===== src/logic/charge_pkg.sv =====
// constants, types and decode helpers for the charge mode front end
// assumes a 50 MHz mclk; durations are nominal figures at 1 MHz
`default_nettype none
package charge_pkg;
   // ************************************************************
   // tri-level codes, clocking and durations
   // ************************************************************
   localparam logic [1:0] TRI_LOW  = 2'h0;
   localparam logic [1:0] TRI_OPEN = 2'h1;
   localparam logic [1:0] TRI_HIGH = 2'h2;
   localparam int CLK_HZ        = 50_000_000;
   localparam int NOMINAL_HZ    = 1_000_000;
   localparam int US_CYCLES     = CLK_HZ / NOMINAL_HZ;
   localparam int US_PER_MS     = 1000;
   localparam int RESET_MS      = 700;
   localparam int TEST_MS       = 1000;
   localparam int PULSE_MS      = 1048;
   localparam int POLL_ON_MS    = 100;
   localparam int POLL_PERIOD_MS = 624;
   localparam int FLASH_MS      = 1000;
   localparam int TEN_HOURS     = 10;
   localparam int TEN_HOUR_MS   = TEN_HOURS * 3600 * 1000;
   localparam int TOP_PULSES    = 8;
   localparam int POR_CYCLES    = 3;
   // per-rate figures in rate index order
   localparam int TOP_S [9]    = '{40, 20, 13, 10, 7, 5, 4, 3, 2};
   localparam int MAINT_S [9]  = '{160, 80, 53, 40, 27, 20, 16, 13, 10};
   localparam int FAST_MIN [9] = '{21, 39, 57, 75, 110, 144, 212, 244, 275};
   // ************************************************************
   // register map and fields
   // ************************************************************
   localparam logic [3:0] CTRL_ADDR   = 4'h0;
   localparam logic [3:0] STATUS_ADDR = 4'h4;
   localparam logic [3:0] SELECT_ADDR = 4'h8;
   localparam int CTRL_RST_BIT = 0;
   localparam logic [31:0] CTRL_RESET = 32'h0000_0000;
   // ************************************************************
   // types
   // ************************************************************
   typedef enum logic [2:0] {
      M_TEST = 3'h0, M_DIRECT = 3'h1, M_FAST = 3'h2, M_DIS_ONLY = 3'h3,
      M_DIS_CHG = 3'h4, M_COND = 3'h5, M_TEN_HR = 3'h6
   } mode_e;
   typedef enum logic [3:0] {
      ST_RESET = 4'h0, ST_TEST = 4'h1, ST_POLL = 4'h2, ST_FAST = 4'h3,
      ST_TOP = 4'h4, ST_MAINT = 4'h5, ST_COND = 4'h6, ST_DISCH = 4'h7,
      ST_SHUT = 4'h8
   } state_e;
   typedef struct packed {
      logic [1:0] rate_a;
      logic [1:0] rate_b;
      logic [1:0] mode_a;
      logic [1:0] mode_b;
   } select_s;
   typedef struct packed {
      logic vin_above_ref;
      logic open_circuit_reference_over_2v3;
      logic open_circuit_reference_over_4v;
      logic cell_at_1v;
   } sense_s;
   // ************************************************************
   // decode helpers
   // ************************************************************
   // a floating or unknown code reads as open
   function automatic logic [1:0] tri_norm(input logic [1:0] c);
      return (c == TRI_LOW || c == TRI_HIGH) ? c : TRI_OPEN;
   endfunction
   function automatic logic [3:0] rate_index(input logic [1:0] a,
                                             input logic [1:0] b);
      logic [3:0] r;
      r = 4'h7;
      unique case ({tri_norm(a), tri_norm(b)})
         {TRI_LOW, TRI_LOW}:   r = 4'h0;
         {TRI_LOW, TRI_HIGH}:  r = 4'h1;
         {TRI_LOW, TRI_OPEN}:  r = 4'h2;
         {TRI_HIGH, TRI_LOW}:  r = 4'h3;
         {TRI_HIGH, TRI_OPEN}: r = 4'h4;
         {TRI_HIGH, TRI_HIGH}: r = 4'h5;
         {TRI_OPEN, TRI_LOW}:  r = 4'h6;
         {TRI_OPEN, TRI_OPEN}: r = 4'h7;
         {TRI_OPEN, TRI_HIGH}: r = 4'h8;
         default:              r = 4'h7;
      endcase
      return r;
   endfunction
   function automatic mode_e mode_decode(input logic [1:0] a,
                                         input logic [1:0] b);
      mode_e m;
      m = M_FAST;
      unique case ({tri_norm(a), tri_norm(b)})
         {TRI_LOW, TRI_LOW}:   m = M_TEST;
         {TRI_LOW, TRI_HIGH}:  m = M_DIRECT;
         {TRI_OPEN, TRI_LOW}:  m = M_DIS_ONLY;
         {TRI_HIGH, TRI_LOW}:  m = M_DIS_CHG;
         {TRI_HIGH, TRI_OPEN}: m = M_COND;
         {TRI_HIGH, TRI_HIGH}: m = M_TEN_HR;
         default:              m = M_FAST;
      endcase
      return m;
   endfunction
endpackage
`default_nettype wire


===== src/logic/charge_front.sv =====
// charge rate and mode select, master reset and supervision logic
// assumes pin qualifiers give 2-bit tri-level codes and 1-bit
// comparator flags, all asynchronous to mclk; avalon-mm slave on mclk
`default_nettype none
module charge_front
   import charge_pkg::*;
#(
   parameter int US_DIV   = US_CYCLES,
   parameter int MS_DIV   = US_PER_MS
) (
   input  wire logic        mclk,
   input  wire logic        nrst,
   input  wire logic        ce,
   input  wire select_s     select_pins,
   input  wire sense_s      sense_pins,
   input  wire logic        master_reset_low,
   input  wire logic [3:0]  address,
   input  wire logic        read,
   input  wire logic        write,
   input  wire logic [31:0] writedata,
   output logic [31:0]      readdata,
   output logic             waitrequest,
   output logic             charge_drive,
   output logic             discharge_drive,
   output logic             fast_charge_lamp_low,
   output logic             maintenance_lamp_low,
   output logic             polling_lamp_low
);
   // ************************************************************
   // input synchronisers
   // ************************************************************
   select_s sel_m_q, sel_s_q, sel_q;
   sense_s  sn_m_q, sn_s_q;
   logic    mrl_m_q, mrl_s_q;

   // two flops on every pin before use
   always_ff @(posedge mclk or negedge nrst) begin
      if (!nrst) begin
         sel_m_q <= '0;
         sel_s_q <= '0;
         sn_m_q  <= '0;
         sn_s_q  <= '0;
         mrl_m_q <= 1'b1;
         mrl_s_q <= 1'b1;
      end else if (ce) begin
         sel_m_q <= select_pins;
         sel_s_q <= sel_m_q;
         sn_m_q  <= sense_pins;
         sn_s_q  <= sn_m_q;
         mrl_m_q <= master_reset_low;
         mrl_s_q <= mrl_m_q;
      end
   end

   // ************************************************************
   // nominal time base
   // ************************************************************
   logic [15:0] us_cnt_q, ms_cnt_q;
   wire         us_tick = (us_cnt_q == 16'(US_DIV - 1));
   wire         ms_tick = us_tick && (ms_cnt_q == 16'(MS_DIV - 1));

   // one tick per nominal microsecond and millisecond
   always_ff @(posedge mclk or negedge nrst) begin
      if (!nrst) begin
         us_cnt_q <= 16'h0000;
         ms_cnt_q <= 16'h0000;
      end else if (ce) begin
         us_cnt_q <= us_tick ? 16'h0000 : us_cnt_q + 16'h0001;
         if (ms_tick)
            ms_cnt_q <= 16'h0000;
         else if (us_tick)
            ms_cnt_q <= ms_cnt_q + 16'h0001;
      end
   end

   // ************************************************************
   // master reset qualifier and power-up
   // ************************************************************
   logic [31:0] ctrl_q;
   logic [9:0]  rst_ms_q;
   logic        hold_q;
   logic [1:0]  por_q;
   wire         rst_req = !mrl_s_q || ctrl_q[CTRL_RST_BIT];
   wire         por_done = (por_q == 2'(POR_CYCLES));

   // low must outlast the reset time before the device resets
   always_ff @(posedge mclk or negedge nrst) begin
      if (!nrst) begin
         rst_ms_q <= 10'h000;
         hold_q   <= 1'b0;
         por_q    <= 2'h0;
      end else if (ce) begin
         if (!por_done)
            por_q <= por_q + 2'h1;
         if (!rst_req) begin
            rst_ms_q <= 10'h000;
            hold_q   <= 1'b0;
         end else if (ms_tick && !hold_q) begin
            if (rst_ms_q == 10'(RESET_MS))
               hold_q <= 1'b1;
            else
               rst_ms_q <= rst_ms_q + 10'h001;
         end
      end
   end

   // ************************************************************
   // settings and timers
   // ************************************************************
   state_e      state_q, state_d;
   mode_e       mode_q;
   logic [3:0]  rate_q;
   logic [31:0] st_ms_q, total_ms_q, flash_ms_q;
   logic [3:0]  pulses_q;
   logic        flash_q;
   wire         leave_reset = (state_q == ST_RESET) && (state_d != ST_RESET);
   wire         new_state = (state_d != state_q);
   wire [31:0]  top_ms = 32'(TOP_S[rate_q] * 1000);
   wire [31:0]  maint_ms = 32'(MAINT_S[rate_q] * 1000);
   wire [31:0]  fast_ms = 32'(FAST_MIN[rate_q] * 60_000);
   wire [31:0]  period_ms = (state_q == ST_POLL) ? 32'(POLL_PERIOD_MS) :
                            (state_q == ST_TOP)  ? top_ms :
                            (state_q == ST_MAINT) ? maint_ms : 32'hFFFF_FFFF;
   wire [31:0]  on_ms = (state_q == ST_POLL) ? 32'(POLL_ON_MS) :
                        32'(PULSE_MS);
   wire         pulse_on = (st_ms_q < on_ms);
   wire         wrap = ms_tick && (st_ms_q == period_ms - 32'h1);
   wire         flash_wrap = ms_tick && (flash_ms_q == 32'(FLASH_MS - 1));
   wire mode_e  mode_pick = mode_decode(sel_s_q.mode_a, sel_s_q.mode_b);

   // latch selects when reset ends; nothing else can change them
   always_ff @(posedge mclk or negedge nrst) begin
      if (!nrst) begin
         sel_q  <= '0;
         mode_q <= M_FAST;
         rate_q <= 4'h7;
      end else if (ce && leave_reset) begin
         sel_q  <= sel_s_q;
         mode_q <= mode_pick;
         rate_q <= rate_index(sel_s_q.rate_a, sel_s_q.rate_b);
      end
   end

   // stage, total and flash timers in nominal milliseconds
   always_ff @(posedge mclk or negedge nrst) begin
      if (!nrst) begin
         st_ms_q    <= 32'h0;
         total_ms_q <= 32'h0;
         flash_ms_q <= 32'h0;
         flash_q    <= 1'b0;
         pulses_q   <= 4'h0;
      end else if (ce) begin
         if (new_state || wrap)
            st_ms_q <= 32'h0;
         else if (ms_tick)
            st_ms_q <= st_ms_q + 32'h1;
         if (state_q == ST_RESET)
            total_ms_q <= 32'h0;
         else if (ms_tick && total_ms_q != 32'hFFFF_FFFF)
            total_ms_q <= total_ms_q + 32'h1;
         flash_ms_q <= flash_wrap ? 32'h0 :
                       (ms_tick ? flash_ms_q + 32'h1 : flash_ms_q);
         if (flash_wrap)
            flash_q <= !flash_q;
         if (new_state)
            pulses_q <= 4'h0;
         else if (wrap && state_q == ST_TOP)
            pulses_q <= pulses_q + 4'h1;
      end
   end

   // ************************************************************
   // charge sequencing
   // ************************************************************
   wire removed = charge_drive && sn_s_q.vin_above_ref;
   wire charging = (state_q == ST_FAST) || (state_q == ST_TOP) ||
                   (state_q == ST_MAINT) || (state_q == ST_COND);
   wire ten_over = (mode_q == M_TEN_HR) && (total_ms_q >= 32'(TEN_HOUR_MS));
   wire fast_ok = !sn_s_q.open_circuit_reference_over_2v3;
   wire seen = ms_tick && (st_ms_q == 32'(POLL_ON_MS - 1)) &&
               !sn_s_q.vin_above_ref;

   // first stage after a battery appears
   function automatic state_e first_stage(input mode_e m);
      unique case (m)
         M_DIRECT:              return ST_MAINT;
         M_COND:                return ST_COND;
         M_DIS_ONLY, M_DIS_CHG: return ST_DISCH;
         default:               return ST_FAST;
      endcase
   endfunction

   // next state
   always_comb begin
      state_d = state_q;
      unique case (state_q)
         ST_RESET:
            if (!hold_q && por_done)
               state_d = (mode_pick == M_TEST)
                         ? ST_TEST : ST_POLL;
         ST_TEST:
            if (ms_tick && st_ms_q == 32'(TEST_MS - 1))
               state_d = ST_SHUT;
         ST_POLL:
            if (seen && (first_stage(mode_q) != ST_FAST || fast_ok))
               state_d = first_stage(mode_q);
         ST_FAST:
            if (total_ms_q >= fast_ms)
               state_d = ST_TOP;
         ST_TOP:
            if (wrap && pulses_q == 4'(TOP_PULSES - 1))
               state_d = ST_MAINT;
         ST_COND:
            if (st_ms_q >= 32'(TEN_HOUR_MS))
               state_d = ST_MAINT;
         ST_DISCH:
            if (sn_s_q.cell_at_1v)
               state_d = (mode_q == M_DIS_ONLY) ? ST_SHUT :
                         (fast_ok ? ST_FAST : ST_DISCH);
         ST_MAINT, ST_SHUT:
            state_d = state_q;
         default:
            state_d = ST_SHUT;
      endcase
      if (charging && removed)
         state_d = ST_POLL;
      if (charging && ten_over)
         state_d = ST_SHUT;
      if (state_q != ST_RESET && sn_s_q.open_circuit_reference_over_4v)
         state_d = ST_SHUT;
      if (hold_q)
         state_d = ST_RESET;
   end

   always_ff @(posedge mclk or negedge nrst) begin
      if (!nrst)
         state_q <= ST_RESET;
      else if (ce)
         state_q <= state_d;
   end

   // ************************************************************
   // drives and lamps
   // ************************************************************
   wire test = (state_q == ST_TEST);
   wire pulsing = (state_q == ST_POLL) || (state_q == ST_TOP) ||
                  (state_q == ST_MAINT);
   wire chg_d = test || (state_q == ST_FAST) || (state_q == ST_COND) ||
                (pulsing && pulse_on);
   wire maint_d = test || (state_q == ST_TOP) || (state_q == ST_MAINT) ||
                  (state_q == ST_COND) || (state_q == ST_DISCH && flash_q);

   // registered outputs; lamps are active low
   always_ff @(posedge mclk or negedge nrst) begin
      if (!nrst) begin
         charge_drive         <= 1'b0;
         discharge_drive      <= 1'b0;
         fast_charge_lamp_low <= 1'b1;
         maintenance_lamp_low <= 1'b1;
         polling_lamp_low     <= 1'b1;
      end else if (ce) begin
         charge_drive         <= chg_d;
         discharge_drive      <= test || (state_q == ST_DISCH);
         fast_charge_lamp_low <= !(test || state_q == ST_FAST);
         maintenance_lamp_low <= !maint_d;
         polling_lamp_low     <= !(test || state_q == ST_POLL);
      end
   end

   // ************************************************************
   // avalon-mm slave
   // ************************************************************
   logic       ack_q;
   wire        req = read || write;
   wire [31:0] status_w = {13'h0, discharge_drive, charge_drive, hold_q,
                           sn_s_q, 4'(rate_q), 1'b0, mode_q, state_q};
   wire [31:0] select_w = {16'h0, sel_q, sel_s_q};
   wire [31:0] rd_w = (address == CTRL_ADDR)   ? ctrl_q :
                      (address == STATUS_ADDR) ? status_w :
                      (address == SELECT_ADDR) ? select_w : 32'h0;

   // one wait state, then the answer
   assign waitrequest = req && !ack_q;

   always_ff @(posedge mclk or negedge nrst) begin
      if (!nrst) begin
         ack_q    <= 1'b0;
         readdata <= 32'h0;
         ctrl_q   <= CTRL_RESET;
      end else if (ce) begin
         ack_q <= req && !ack_q;
         if (read && !ack_q)
            readdata <= rd_w;
         if (write && ack_q && address == CTRL_ADDR)
            ctrl_q <= {31'h0, writedata[CTRL_RST_BIT]};
      end
   end
endmodule
`default_nettype wire


===== config.mk =====
export PLATFORM = sky130hd
export DESIGN_NAME = charge_front
export DESIGN_NICKNAME = d
export VERILOG_FILES = /design/src/logic/charge_pkg.sv /design/src/logic/charge_front.sv
export SDC_FILE = /design/constraint.sdc
export NUM_CORES = 1
export LEC_CHECK = 0
export CORE_MARGIN = 4
export CORE_UTILIZATION = 31
export CTS_CLUSTER_DIAMETER = 40
export DETAILED_ROUTE_END_ITERATION = 10
export DONT_BUFFER_PORTS = 1
export PLACE_DENSITY = 0.54
export SLEW_MARGIN = 10
export SYNTH_ARGS = -nofsm -noshare
export SYNTH_HDL_FRONTEND = slang
export SYNTH_SLANG_ARGS = --single-unit

===== constraint.sdc =====
create_clock -name mclk -period 10.13 [get_ports mclk]
set_input_delay 0.5065 -clock mclk [delete_from_list [all_inputs] [get_ports mclk]]
set_output_delay 0.5065 -clock mclk [all_outputs]
set_load 0.05 [all_outputs]

==> impl_metrics.xml <==
<?xml version="1.0" encoding="UTF-8"?>
<metrics>
  <group name="logic_synthesis">
    <metric name="synth.lib_cells_used.distinct" unit="">86</metric>
    <metric name="number_of_synthesized_register_bits" unit="">217</metric>
    <metric name="syn_inst" unit="">1944</metric>
    <metric name="synth-async-reset-ratio" unit="">1.000</metric>
    <metric name="synth_warnings" unit="">0</metric>
    <metric name="mean_cell_area_of_the_mapped_netlist" unit="um^2">8.953</metric>
    <metric name="synth-main-ff-cell" unit="">sky130_fd_sc_hd__dfrtp_1</metric>
    <metric name="post_synth_edffs" unit="">0</metric>
    <metric name="seq_area_frac_synth" unit="">0.3126</metric>
    <metric name="synth.cell_area" unit="mm^2">0.01741</metric>
  </group>
  <group name="layout">
    <metric name="nets" unit="">2198</metric>
    <metric name="layout-area-overhead-vs-synth" unit="%">12.21</metric>
    <metric name="final_common_cell" unit="">sky130_fd_sc_hd__dfrtp_1</metric>
    <metric name="most-common-layout-cells" unit="">208 x sky130_fd_sc_hd__dfrtp_1, 172 x sky130_fd_sc_hd__ha_1, 165 x sky130_fd_sc_hd__nand2_1</metric>
    <metric name="drive_gt1_frac" unit="">0.08406</metric>
    <metric name="final_cells" unit="">2699</metric>
    <metric name="antenna_cells" unit="">0</metric>
  </group>
  <group name="floorplanning">
    <metric name="die_area" unit="mm^2">0.06000</metric>
    <metric name="die-width" unit="um">245.0</metric>
    <metric name="core-area" unit="mm^2">0.05531</metric>
    <metric name="std_cell_rows" unit="">86</metric>
    <metric name="initial_utilization" unit="">0.3147</metric>
    <metric name="chipHeight" unit="um">245.0</metric>
    <metric name="top_level_ports" unit="">92</metric>
  </group>
  <group name="detailed_routing">
    <metric name="post_drt_wl_per_cell" unit="um">16.04</metric>
    <metric name="drc_violation_count_after_routing" unit="">0</metric>
    <metric name="antenna_left" unit="">0</metric>
    <metric name="drt-total-wl" unit="mm">43.30</metric>
    <metric name="routed_via_density" unit="">5.153</metric>
    <metric name="detailedRoute.firstIterationViolations" unit="">722</metric>
    <metric name="drt_first_pass_iters" unit="">6</metric>
    <metric name="routed-via-count" unit="">13910</metric>
  </group>
  <group name="outcome">
    <metric name="run_status" unit="">finished, final reports clean</metric>
  </group>
  <group name="clock_network">
    <metric name="cts_setup_buffers" unit="">0</metric>
    <metric name="post_cts.resized_instances" unit="">0</metric>
    <metric name="cts_tree" unit="">yes</metric>
    <metric name="worstSkewPairLatency" unit="ns">0.55</metric>
    <metric name="cts.htree.levels" unit="">2</metric>
    <metric name="clock_sinks" unit="">217</metric>
    <metric name="cts-root-buf" unit="">sky130_fd_sc_hd__clkbuf_16</metric>
    <metric name="numCtsBuffers" unit="">39</metric>
    <metric name="clock_tree.buffer_depth" unit="">3</metric>
    <metric name="cts_hold_repair_buffers" unit="">1</metric>
    <metric name="worst_setup_hold_path_clk_slew" unit="ns">0.05</metric>
  </group>
  <group name="timing">
    <metric name="maxSlewViolCount" unit="">0</metric>
    <metric name="min_period" unit="ns">9.368</metric>
    <metric name="skew" unit="ns">0.02040</metric>
    <metric name="fin_tns_setup" unit="ns">0</metric>
    <metric name="worst_slew_margin_rel" unit="">0.2548</metric>
    <metric name="setup_viol_count_final" unit="">0</metric>
    <metric name="achievable-frequency" unit="MHz">106.8</metric>
    <metric name="period_share" unit="">0.9247</metric>
    <metric name="rsz0062_at_grt" unit="">false</metric>
    <metric name="worst_pin_slew" unit="ns">1.118</metric>
    <metric name="final-hold-violation-count" unit="">0</metric>
  </group>
  <group name="grt">
    <metric name="grt_first_pass_wirelength" unit="mm">71.72</metric>
    <metric name="grt_start_max_net_pins" unit="">218</metric>
    <metric name="grt_use_total" unit="">0.1436</metric>
    <metric name="grt.overflow.total" unit="">0</metric>
    <metric name="first_global_vias" unit="">13920</metric>
    <metric name="grt_antenna_before_repair" unit="">0</metric>
  </group>
  <group name="worst_setup_path">
    <metric name="setup.worst_path.class" unit="">reg -&gt; reg</metric>
    <metric name="timing.critical_path.slowest_cell_delay" unit="ns">0.67</metric>
    <metric name="crit_path_top_delay_cell" unit="">sky130_fd_sc_hd__dfstp_2</metric>
    <metric name="worst_setup_path_end_kind" unit="">flip-flop</metric>
    <metric name="r2r_slack" unit="ns">0.76</metric>
    <metric name="rr_startpoint" unit="">rate_q[0]</metric>
    <metric name="path_max_fanout" unit="">25</metric>
    <metric name="required_time_of_the_critical_path" unit="ns">10.60</metric>
    <metric name="r2r_depth" unit="">36</metric>
    <metric name="cpMostUsedCell" unit="">sky130_fd_sc_hd__ha_1</metric>
    <metric name="cp.arrival" unit="ns">9.84</metric>
    <metric name="rr_endpoint" unit="">st_ms_q[11]</metric>
    <metric name="timing.critical_path.from_type" unit="">flip-flop</metric>
  </group>
  <group name="placement">
    <metric name="globalplace.congestion" unit="">0.8565</metric>
    <metric name="dp_hpwl" unit="mm">32.40</metric>
    <metric name="placement.io_buffers" unit="">0</metric>
    <metric name="dp.cells" unit="">2628</metric>
  </group>
  <group name="hold_path">
    <metric name="timing.hold.worst.class" unit="">in -&gt; async</metric>
  </group>
  <group name="job">
    <metric name="cap_viol_max_count" unit="">0</metric>
  </group>
</metrics>
[flip-flops by register name (all words and copies together) (netlist names), 2 cells and up]
name / flops
sel_s_q: 8
us_cnt_q: 16
st_ms_q: 32
sn_s_q: 4
rate_q: 4
state_q: 4
sn_m_q: 4
por_q: 2
sel_m_q: 8
readdata: 19
sel_q: 8
ms_cnt_q: 16
pulses_q: 4
rst_ms_q: 10
total_ms_q: 32
mode_q: 3
flash_ms_q: 32
[cell usage after synthesis, drive strengths merged, types with 12 or more instances]
library cell	number	share of area
nand3	86	0.025
and3	25	0.0090
a21oi	88	0.025
or3	32	0.012
fa	50	0.058
a21o	42	0.018
nor2	129	0.028
ha	172	0.12
nand2b	29	0.010
inv	162	0.035
nor3	49	0.014
nand4	45	0.016
a211oi	12	0.0052
a22oi	15	0.0068
nor2b	18	0.0065
nand2	165	0.036
dfrtp	208	0.30
mux2	37	0.024
clkbuf	59	0.013
and2	12	0.0043
nor4	29	0.012
o31ai	13	0.0072
xor2	58	0.029
buf	37	0.011
xnor2	80	0.041
o21ai	101	0.029
[worst max-delay path: cells and delay by family (launching register included)]
kind	cells	cell delay, ns
AO/OA/AOI/OAI	20	4.33
adder cells (fa/ha/maj)	7	2.51
buffers and inverters	4	0.50
flip-flops	1	0.67
multiplexers	1	0.54
AND/OR/NAND/NOR	4	0.74
[cells by family after synthesis]
kind of cell / after synthesis / share of synthesized area
muxes: 48 / 0.03026
and+or+nand+nor: 685 / 0.2040
adders and majority gates: 222 / 0.1812
AOI/OAI and AO/OA: 374 / 0.1414
other: 1 / 0.0002154
buffers and inverters: 258 / 0.05916
xor gates and xnor gates: 139 / 0.07117
DFF: 217 / 0.3126
[layer usage]
metal,part of all wire,vias up,track usage
li1,-,6793,-
met1,0.47,6813,0.1894
met2,0.47,237,0.2418
met3,0.038,66,0.02425
met4,0.026,0,0.04397
met5,0,-,0
[how the worst max path moves through the flow]
| stage | start | endpoint | slack, ns |
|---|---|---|---|
| 2_1_floorplan | rate_q[0] | st_ms_q[24] | 1.99 |
| 3_3_place_gp | rate_q[0] | st_ms_q[11] | 0.93 |
| 3_5_place_dp | rate_q[0] | st_ms_q[11] | 0.88 |
| 4_1_cts | rate_q[0] | st_ms_q[11] | 0.80 |
| 5_1_grt | rate_q[0] | st_ms_q[26] | 0.15 |
| 6_report | rate_q[0] | st_ms_q[11] | 0.76 |
[metrics by stage]
| stage | utilization | worst slack [ns] | cell area [um^2] | hold WS, ns |
|---|---|---|---|---|
| final | 0.3531 | 0.7623 | 19530 | 0.009995 |
| after global routing | 0.3531 | 0.1522 | 19530 | 0.03545 |
| after CTS | 0.3531 | 0.8023 | 19530 | 0.01019 |
| after detailed placement | 0.3277 | 0.8790 | 18120 | 0.2167 |
| after global placement | 0.3277 | 0.9287 | 18120 | 0.2174 |
| after floorplan | - | 1.991 | 17470 | 0.2109 |
[area by class of cell]
type / instances / area [um^2]
flip-flops and latches: 217 / 5441
multi-input cells: 1485 / 11020
clock inverters: 26 / 334.1
inverters: 162 / 608.1
well taps: 748 / 935.9
clock buffers: 44 / 1045
repair buffers: 17 / 147.6
fillers: 5722 / 35780
Power is not shown: default switching activity piles up to over one toggle a cycle in this logic, so the estimate is an artifact.
